--- src/logic/nv_store_defs.svh ---
// Constants for the non-volatile store control block
`ifndef NV_STORE_DEFS_SVH
`define NV_STORE_DEFS_SVH

`define NV_ADDR_CONTROL     8'hFF
`define NV_ADDR_REVISION    8'hFE
`define NV_ADDR_ID1         8'hB0
`define NV_ADDR_ID2         8'hB1
`define NV_CTRL_RESET       8'h00
`define NV_BIT_RELOAD       0
`define NV_BIT_SAVE         1
`define NV_REV_MAJOR_DEF    4'h3
`define NV_REV_MINOR_DEF    4'h1
`define NV_ZERO_BYTE        8'h00
`define NV_ADDR_ZERO        8'h00

`endif

--- src/logic/nv_store_pkg.sv ---
// Types for the non-volatile store control block
package nv_store_pkg;

    typedef struct packed {
        logic       wr_en;
        logic       rd_en;
        logic [7:0] addr;
        logic [7:0] wdata;
    } reg_req_s;

    typedef struct packed {
        logic       start;
        logic       is_save;
        logic [7:0] addr;
        logic [7:0] wdata;
    } nv_cmd_s;

    typedef enum logic [3:0] {
        ST_IDLE   = 4'b0001,
        ST_SAVE   = 4'b0010,
        ST_RELOAD = 4'b0100,
        ST_WAIT   = 4'b1000
    } nv_state_e;

endpackage : nv_store_pkg

--- src/logic/nv_store_ctrl.sv ---
// Store-control and silicon revision registers with save and reload sequencing
// Summary of operation
// - Writing one to control bit 1 copies all customer registers into the store.
// - The save bit clears itself once the copy has finished.
// - Writing one to control bit 0 reloads store contents into the registers.
// - Read-only revision: major in bits 7:4, minor in bits 3:0, minor starting at one.
// - Stored configuration is valid only when an identifier byte is non-zero.
`timescale 1ns/1ps
`include "nv_store_defs.svh"

module nv_store_ctrl #(
    parameter logic [3:0] REV_MAJOR = `NV_REV_MAJOR_DEF,
    parameter logic [3:0] REV_MINOR = `NV_REV_MINOR_DEF,
    parameter int         NUM_REGS  = 256
) (
    // Clock and reset
    input  wire logic                  sys_clk_in,
    input  wire logic                  sys_rst_in,
    // Register port from the serial interface
    input  wire nv_store_pkg::reg_req_s reg_req_in,
    output logic [7:0]                 reg_rdata_out,
    // Customer register file walk
    output logic [7:0]                 cfg_addr_out,
    output logic [7:0]                 cfg_wdata_out,
    output logic                       cfg_wr_out,
    input  wire logic [7:0]            cfg_rdata_in,
    // Non-volatile array port
    output nv_store_pkg::nv_cmd_s      nv_cmd_out,
    input  wire logic                  nv_done_in,
    input  wire logic [7:0]            nv_rdata_in,
    // Status
    output logic                       nv_busy_out,
    output logic                       nv_valid_out
);
    import nv_store_pkg::*;

    // Last index of the walk; the store holds one byte per customer register
    localparam logic [7:0] LAST_ADDR = 8'(NUM_REGS - 1);

    nv_state_e  state_r,      state_nxt;
    logic       save_bit_r,   save_bit_nxt;
    logic       reload_bit_r, reload_bit_nxt;
    logic [7:0] addr_r,       addr_nxt;
    logic [7:0] id1_r,        id1_nxt;
    logic [7:0] id2_r,        id2_nxt;
    logic [7:0] rdata_nxt;
    logic       cfg_wr_nxt;
    logic [7:0] cfg_wdata_nxt;
    nv_cmd_s    cmd_nxt;
    logic [7:0] cfg_addr_nxt;
    logic       busy_nxt;
    logic       valid_nxt;

    // Walk sequencer
    // One address per start and done pair, ascending from zero.
    // Control writes are looked at only when idle, so a write during a walk
    // is dropped rather than queued; software polls until both bits read zero.
    // Both bits written as one together: the save is taken.
    // Limitation: a walk cannot be aborted; only reset stops it.

    function automatic logic is_ctrl_wr(input reg_req_s r);
        return r.wr_en && (r.addr == `NV_ADDR_CONTROL);
    endfunction : is_ctrl_wr

    always_comb begin
        state_nxt      = state_r;
        save_bit_nxt   = save_bit_r;
        reload_bit_nxt = reload_bit_r;
        addr_nxt       = addr_r;
        id1_nxt        = id1_r;
        id2_nxt        = id2_r;
        cfg_wr_nxt     = 1'b0;
        cfg_wdata_nxt  = cfg_wdata_out;
        cmd_nxt        = '0;
        case (state_r)
            ST_IDLE: begin
                if (is_ctrl_wr(reg_req_in) && reg_req_in.wdata[`NV_BIT_SAVE]) begin
                    save_bit_nxt = 1'b1;
                    addr_nxt     = `NV_ADDR_ZERO;
                    state_nxt    = ST_SAVE;
                end else if (is_ctrl_wr(reg_req_in) && reg_req_in.wdata[`NV_BIT_RELOAD]) begin
                    reload_bit_nxt = 1'b1;
                    addr_nxt       = `NV_ADDR_ZERO;
                    state_nxt      = ST_RELOAD;
                end
            end
            ST_SAVE: begin
                cmd_nxt.start   = 1'b1;
                cmd_nxt.is_save = 1'b1;
                cmd_nxt.addr    = addr_r;
                cmd_nxt.wdata   = cfg_rdata_in;
                state_nxt       = ST_WAIT;
            end
            ST_RELOAD: begin
                cmd_nxt.start = 1'b1;
                cmd_nxt.addr  = addr_r;
                state_nxt     = ST_WAIT;
            end
            ST_WAIT: begin
                if (nv_done_in) begin
                    if (reload_bit_r) begin
                        cfg_wr_nxt    = 1'b1;
                        cfg_wdata_nxt = nv_rdata_in;
                        if (addr_r == `NV_ADDR_ID1) id1_nxt = nv_rdata_in;
                        if (addr_r == `NV_ADDR_ID2) id2_nxt = nv_rdata_in;
                    end
                    if (addr_r == LAST_ADDR) begin
                        save_bit_nxt   = 1'b0;
                        reload_bit_nxt = 1'b0;
                        state_nxt      = ST_IDLE;
                    end else begin
                        addr_nxt  = 8'(addr_r + 8'h01);
                        state_nxt = save_bit_r ? ST_SAVE : ST_RELOAD;
                    end
                end
            end
            default: begin
                state_nxt      = ST_IDLE;
                save_bit_nxt   = 1'b0;
                reload_bit_nxt = 1'b0;
            end
        endcase
    end

    // Read path
    // Registered: the answer stands one cycle after the request and
    // holds until the next read. The control view shows the bits as they
    // will be after this edge, so a read beside a write sees the new state.
    always_comb begin
        rdata_nxt = `NV_ZERO_BYTE;
        if (reg_req_in.rd_en) begin
            case (reg_req_in.addr)
                `NV_ADDR_CONTROL:  rdata_nxt = {6'h00, save_bit_nxt, reload_bit_nxt};
                `NV_ADDR_REVISION: rdata_nxt = {REV_MAJOR, REV_MINOR};
                default:           rdata_nxt = `NV_ZERO_BYTE;
            endcase
        end else begin
            rdata_nxt = reg_rdata_out;
        end
    end

    // Output view
    // The reload write must land on the address whose data just came
    // back, not on the next address that the walk moves to.
    always_comb begin
        if (cfg_wr_nxt) begin
            cfg_addr_nxt = addr_r;
        end else begin
            cfg_addr_nxt = addr_nxt;
        end
        // Busy mirrors the request bits, so it drops with the self-clear
        busy_nxt     = save_bit_nxt | reload_bit_nxt;
        valid_nxt    = (id1_nxt != `NV_ZERO_BYTE) || (id2_nxt != `NV_ZERO_BYTE);
    end

    // Sequencer state
    // Identifier bytes are kept across walks, so validity survives a save
    always_ff @(posedge sys_clk_in) begin
        if (sys_rst_in) begin
            state_r       <= ST_IDLE;
            save_bit_r    <= 1'b0;
            reload_bit_r  <= 1'b0;
            addr_r        <= `NV_ADDR_ZERO;
            id1_r         <= `NV_ZERO_BYTE;
            id2_r         <= `NV_ZERO_BYTE;
        end else begin
            state_r       <= state_nxt;
            save_bit_r    <= save_bit_nxt;
            reload_bit_r  <= reload_bit_nxt;
            addr_r        <= addr_nxt;
            id1_r         <= id1_nxt;
            id2_r         <= id2_nxt;
        end
    end

    // Read data register
    always_ff @(posedge sys_clk_in) begin
        if (sys_rst_in) begin
            reg_rdata_out <= `NV_CTRL_RESET;
        end else begin
            reg_rdata_out <= rdata_nxt;
        end
    end

    // Outputs, all straight from flip-flops
    // A stuck array shows as busy forever; there is no timeout here
    always_ff @(posedge sys_clk_in) begin
        if (sys_rst_in) begin
            cfg_addr_out  <= `NV_ADDR_ZERO;
            cfg_wdata_out <= `NV_ZERO_BYTE;
            cfg_wr_out    <= 1'b0;
            nv_cmd_out    <= '0;
            nv_busy_out   <= 1'b0;
            nv_valid_out  <= 1'b0;
        end else begin
            cfg_addr_out  <= cfg_addr_nxt;
            cfg_wdata_out <= cfg_wdata_nxt;
            cfg_wr_out    <= cfg_wr_nxt;
            nv_cmd_out    <= cmd_nxt;
            nv_busy_out   <= busy_nxt;
            nv_valid_out  <= valid_nxt;
        end
    end

endmodule : nv_store_ctrl

--- config.mk ---
export PLATFORM = sky130hd
export DESIGN_NAME = nv_store_ctrl
export DESIGN_NICKNAME = d
export VERILOG_FILES = /design/src/logic/nv_store_pkg.sv /design/src/logic/nv_store_ctrl.sv
export VERILOG_INCLUDE_DIRS = /design/src /design/src/logic
export SDC_FILE = /design/constraint.sdc
export NUM_CORES = 1
export LEC_CHECK = 0
export CORE_UTILIZATION = 60
export CTS_CLUSTER_DIAMETER = 120
export CTS_CLUSTER_SIZE = 25
export DETAILED_ROUTE_END_ITERATION = 8
export DONT_BUFFER_PORTS = 1
export PLACE_DENSITY = 0.8
export SYNTH_ARGS = -nofsm -noshare
export SYNTH_HDL_FRONTEND = slang
export SYNTH_SLANG_ARGS = --single-unit
--- constraint.sdc ---
create_clock -name sys_clk_in -period 2.2 [get_ports sys_clk_in]
set_clock_uncertainty 0.05 [all_clocks]
set_input_delay 0.33 -clock sys_clk_in [delete_from_list [all_inputs] [get_ports sys_clk_in]]
set_output_delay 0.33 -clock sys_clk_in [all_outputs]
set_load 0.05 [all_outputs]
; After elaboration in Yosys (flattened, before gate mapping)
; Cells that the tools add are included.
[totals]
ff_bits = 75
latchBits = 0
mem_bits_rw = 0
mem_bits_ro = 0
memories = 0
[classes]
add_sub_neg = 1
multipliers = 0
div_mod_pow = 0
n_lt_le_gt_ge = 0
n_eq_ne = 11
shift = 0
n_mux = 35
bitwise_logic = 3
reduce_logical = 11
[op_table]
columns = op, n
row1 = 8-bit two-way mux, 13
row2 = 8-bit == test (second input constant), 5
row3 = 8-bit one-hot mux with 2 select lines, 1
row4 = 8-bit nonzero test, 2
row5 = 1-bit two-way mux, 12
row6 = 4-bit two-way mux, 3
row7 = 4-bit one-hot mux with 3 select lines, 1
row8 = 6-bit one-hot mux with 2 select lines, 1
row9 = 8-bit by 1-bit adder with 8-bit output (second input constant), 1
row10 = 3-bit two-way mux, 2
row11 = 1-bit one-hot mux with 3 select lines, 2
row12 = 2-bit OR reduction, 3
row13 = 4-bit by 1-bit == test with 1-bit output (second input constant), 1
row14 = 4-bit by 2-bit == test with 1-bit output (second input constant), 1
row15 = 4-bit by 3-bit == test with 1-bit output (second input constant), 1
row16 = 4-bit == test (second input constant), 1
row17 = 1-bit logical AND, 3
row18 = 3-bit != test (second input constant), 1
row19 = 3-bit AND reduction, 1
row20 = 2-bit != test (second input constant), 1
row21 = 1-bit inverter, 2
row22 = 2-bit AND reduction, 1
row23 = 1-bit logical OR, 1
row24 = 1-bit bitwise OR, 1

; Logic depth before layout (Yosys ltp)
[depth]
ltp_word = 7
ltp_mapped = 8
ltp_nobuf = 7

; Worst setup path after synthesis
; Ideal clock, no wire load.
[synth_timing]
kind = register -> register
startpoint = register addr_r[0]
endpoint = register addr_r[5]
setup_ns = 0.074
arrival_ns = 1.791
required_ns = 2.076
slack_ns = 0.285
stages_incl_launch_ff = 8
path_buffers = 1
period_less_slack_ns = 1.915
path_cell_list = dfxtp_1 > ha_1 > and3_1 > clkbuf_1 > a21boi_2 > nand4_1 > or3_1 > a31oi_1
[synth_via]
elab_chain_cells = 4
word_cells_on_any_way = 5
classes_between = 1 x add/sub / 1 x eq/ne / 3 x mux
[synth_lines]
columns = item, line
row1 = from (decl), nv_store_ctrl.sv:43  ; logic [7:0] addr_r, addr_nxt;
row2 = from (signal assigned), nv_store_ctrl.sv:163  ; addr_r <= `NV_ADDR_ZERO;
row3 = from (signal assigned), nv_store_ctrl.sv:170  ; addr_r <= addr_nxt;
row4 = 8-bit by 1-bit adder with 8-bit output / 8-bit == test (equally long branches), "nv_store_ctrl.sv:112, nv_store_ctrl.sv:107"
row5 = 8-bit two-way mux (*), nv_store_ctrl.sv:107  ; if (addr_r == LAST_ADDR) begin
row6 = 8-bit two-way mux (*), nv_store_ctrl.sv:100  ; if (nv_done_in) begin
row7 = 8-bit one-hot mux with 2 select lines (*), nv_store_ctrl.sv:75  ; case (state_r)
; Every way passes the cells marked *; elsewhere a longest branch is shown, timed or not.
; A chain may end at the register's enable or synchronous reset.

; Final worst setup path
[layout_timing]
startpoint = register addr_r[0]
endpoint = register cfg_addr_out[6]
[layout_via]
elab_chain_cells = 5
word_cells_on_any_way = 6
classes_between = 1 x add/sub / 1 x eq/ne / 4 x mux
[layout_lines]
columns = item, line
row1 = 8-bit by 1-bit adder with 8-bit output / 8-bit == test (equally long branches), "nv_store_ctrl.sv:112, nv_store_ctrl.sv:107"
row2 = 8-bit two-way mux (*), nv_store_ctrl.sv:107
row3 = 8-bit two-way mux (*), nv_store_ctrl.sv:100
row4 = 8-bit one-hot mux with 2 select lines (*), nv_store_ctrl.sv:75
row5 = 8-bit two-way mux (*), nv_store_ctrl.sv:146  ; if (cfg_wr_nxt) begin
row6 = to (signal assigned), nv_store_ctrl.sv:189  ; cfg_addr_out <= `NV_ADDR_ZERO;
row7 = to (signal assigned), nv_store_ctrl.sv:196  ; cfg_addr_out <= cfg_addr_nxt;
row8 = to (decl), nv_store_ctrl.sv:23  ; output logic [7:0] cfg_addr_out,
; Marks and branches as above.

==> key figures <==
Worst setup path
  • Crit-path max FO: 10
  • Worst setup SP type: register
  • Crit path DAT: about 2.2 ns
  • Kind of critical path: register to register
  • Worst Setup End Kind: register
  • CP Data Required Time: 2.37 ns

Logic synthesis
  • Yosys warns: 0
  • Yosys reg bits: 70
  • Share of the synthesized area in the top cell type: 0.4714
  • Post-Syn Instances: about 330
  • Mean Syn Cell Area: 8.981 sq um
  • Ys flop type: dfxtp_1
  • Register area share after synthesis: 0.4714
  • Post-synth cell types: 57
  • EDFF count, synth: 0
  • Async S/R FF share, synth: 0
  • Cell taking the most area after synthesis: dfxtp_1
  • Post-Synthesis Cell Area: 2973 sq um
  • Area contributors post-synth: dfxtp_1 47%, nand2_1 6.6%, a21oi_1 5.9%

Power and ir drop
  • Leak: 1.172 nW
  • VDD IR max: 430.6 uV
  • Sequential power share: 0.558
  • Switch Pwr: roughly 0.49 mW
  • Cell-internal power: 1.780 mW
  • Pwr Density: slightly above 700 nW/um^2
  • Combinational share of power: 0.023
  • Sw Ratio: 0.2157
  • Clk network pwr share: 0.419

STA
  • Crit path time final: 2.015 ns
  • Final setup TNS: 0 ns
  • Worst-margin pin slew: 0.6512 ns
  • Endpoints failing setup: 0
  • Crit share post-route: 0.9161
  • Worst relative slew slack: 0.5658
  • Pins Over Slew Limit: 0
  • FMAX: around 500 MHz
  • Worst setup margin: between 0.15 and 0.2 ns
  • Final Hold Viols: 0
  • RSZ-0062 raised after global routing: false

Clock tree
  • TritonCTS buffer count: 9
  • Clock Sinks: 70
  • Root buffer cell: clkbuf_8
  • Setup bufs post-CTS: 0
  • Max Buffers Root-to-Sink: 2
  • Worst skew pair latency: between 0.3 and 0.4 ns
  • CTS tree: done
  • H-tree Lvls: 3
  • Worst-path clk slew: 0.08 ns

Flow run
  • Max cap viols: 0

Place
  • I/O Buffers: 0
  • DP HPWL: slightly above 4000 microns
  • Dpl ws: around 0.095 ns
  • Placed cell area: 2940 sq um
  • Routability Congestion: 0.8511

Global routing
  • Largest net degree at the start of global routing: 35
  • GRT Resource Usage Total: 0.2523
  • Vias in the first global route: between 2000 and 2500
  • First-pass GRT wire length: 9970 microns
  • Gr ovfl total: 0
  • Initial antenna violation count: 0

Hold path
  • Worst Hold Class: primary input to register

Detailed routing
  • DRC viols: 0
  • Drt pass-1 iters: 4
  • DR vias: roughly 2300
  • Drt wl/cell: about 15 microns
  • Via density: approximately 5.8
  • Final WL: 6038 microns
  • Initial DRC count: 190
  • Remaining antenna violation count: 0

Layout
  • ANT cells: 0
  • Final nets: around 360
  • Synthesis-to-finish area growth: 6.818%
  • Final Cell Area: roughly 3200 sq um
  • Layout cells sized above 1: 0.1125

Die
  • FP Rows: 25
  • DIE WIDTH: 72.39 microns
  • Initial core utilization: 0.6253
  • Die ar.: approximately 5200 sq um
  • Core region area: roughly 4800 sq um
  • IO Pins: between 80 and 90
  • Die H: between 70 and 80 microns

Status
  • Status: finished clean
## worst paths after layout
| kind | depth (start not counted) | to | slack (ns) | startpoint |
|---|---|---|---|---|
| setup / recovery | 5 | cfg_addr_out[6] | 0.18 | addr_r[0] |
| hold / removal | 1 | nv_cmd_out[1] | 0.05 | cfg_rdata_in[1] |
| setup reg to reg | 5 | cfg_addr_out[6] | 0.18 | addr_r[0] |
| hold reg to reg | 2 | id1_r[1] | 0.41 | id1_r[1] |
## flip-flops by register name (all words and copies together), names as in the netlist
signal / count
state_r: 4
cfg_wdata_out: 8
addr_r: 8
cfg_wr_out: 1
save_bit_r: 1
reg_rdata_out: 3
id1_r: 8
nv_valid_out: 1
nv_cmd_out: 18
cfg_addr_out: 8
reload_bit_r: 1
id2_r: 8
nv_busy_out: 1
## critical path, stage by stage, from the launching register on
cell      delay [ns]
dfxtp_1         0.49
ha_1            0.26
and3_1          0.37
nand2_1         0.08
o311ai_0        0.47
o32ai_1         0.16
## kinds of logic after synthesis
kind of cell	Yosys count	synth area share
adders and majority gates	3	0.01263
xor gates and xnor gates	1	0.002947
and+or+nand+nor	142	0.2580
muxes	7	0.02357
other	1	0.001261
buffers and inverters	34	0.06187
DFF	70	0.4714
AOI/OAI and AO/OA	73	0.1684
## per-stage QoR
step | instances | util | total power, mW | hold slack [ns]
floorplan | 334 | - | 1.345 | 0.3810
global placement | 377 | 0.6184 | 1.326 | 0.3556
detailed placement | 377 | 0.6184 | 1.327 | 0.3551
CTS | 395 | 0.6639 | 2.283 | 0.0002718
global route | 396 | 0.6679 | 2.352 | 0.03497
finish | 396 | 0.6679 | 2.270 | 0.04706
## layout make-up
cell class,count,area (sq um)
Fill cell,410,1579
Multi-Input combinational cell,230,1408
Sequential cell,70,1401
Clock buffer,13,168.9
Tap cell,67,83.83
Timing Repair Buffer,8,77.57
Inverter,5,18.77
Clock inverter,3,17.52
## Yosys cell counts, drive strengths merged (2+ instances only)
| library cell | count |
|---|---|
| a41o | 2 |
| clkbuf | 15 |
| nor2 | 19 |
| nor2b | 3 |
| and3 | 7 |
| a21oi | 36 |
| inv | 5 |
| a211oi | 2 |
| o21ai | 7 |
| nand4 | 5 |
| a31oi | 5 |
| nand2b | 5 |
| o32ai | 3 |
| a311oi | 4 |
| or4b | 2 |
| nand3 | 6 |
| o311ai | 2 |
| nor3 | 4 |
| mux2i | 7 |
| or3 | 3 |
| o21a | 2 |
| ha | 3 |
| nor4 | 4 |
| dfxtp | 70 |
| nand2 | 52 |
| or2 | 2 |
| and2 | 20 |
| buf | 14 |
| nor4b | 5 |
| a21boi | 2 |
## metal layers
layer | share of wire | track usage | up-vias
met5 | 0 | 0 | -
li1 | - | - | 1129
met2 | 0.48 | 0.4268 | 88
met3 | 0.075 | 0.08333 | 13
met1 | 0.42 | 0.2804 | 1052
met4 | 0.026 | 0.1351 | 0
## cells in the final DEF, fill, tap and decap left out, drive strengths merged, types with 2 or more instances in the layout
cell type     n
ha            3
a211oi        2
a31oi         5
nor2b         3
nand4         5
buf           6
mux2i         7
clkinv        2
nor4          4
nor3          4
or3           3
conb          4
nand3         6
inv           5
and3          7
or2           2
or4b          2
o21a          2
dfxtp        70
nand2b        5
nand2        52
nor4b         5
a41o          2
a21oi        36
a21boi        2
nor2         19
clkbuf       13
o21ai         7
o311ai        2
dlygate4sd3   2
a311oi        4
o32ai         3
and2         20
## power groups by stage
stage	clock [mW]	combinational, mW	sequential (mW)
floorplan	0	0.0487	1.30
global placement	0	0.0302	1.30
detailed placement	0	0.0305	1.30
CTS	0.970	0.0464	1.27
global route	1.03	0.0547	1.27
finish	0.952	0.0511	1.27
## what timing repair did
action                     in CTS  in global routing
setup endpoints to repair       0                  4
hold endpoints to repair       34                  5
hold buffers                    2                  1
resized for setup               0                  2
No activity file was read; power rests on OpenSTA's default activity.
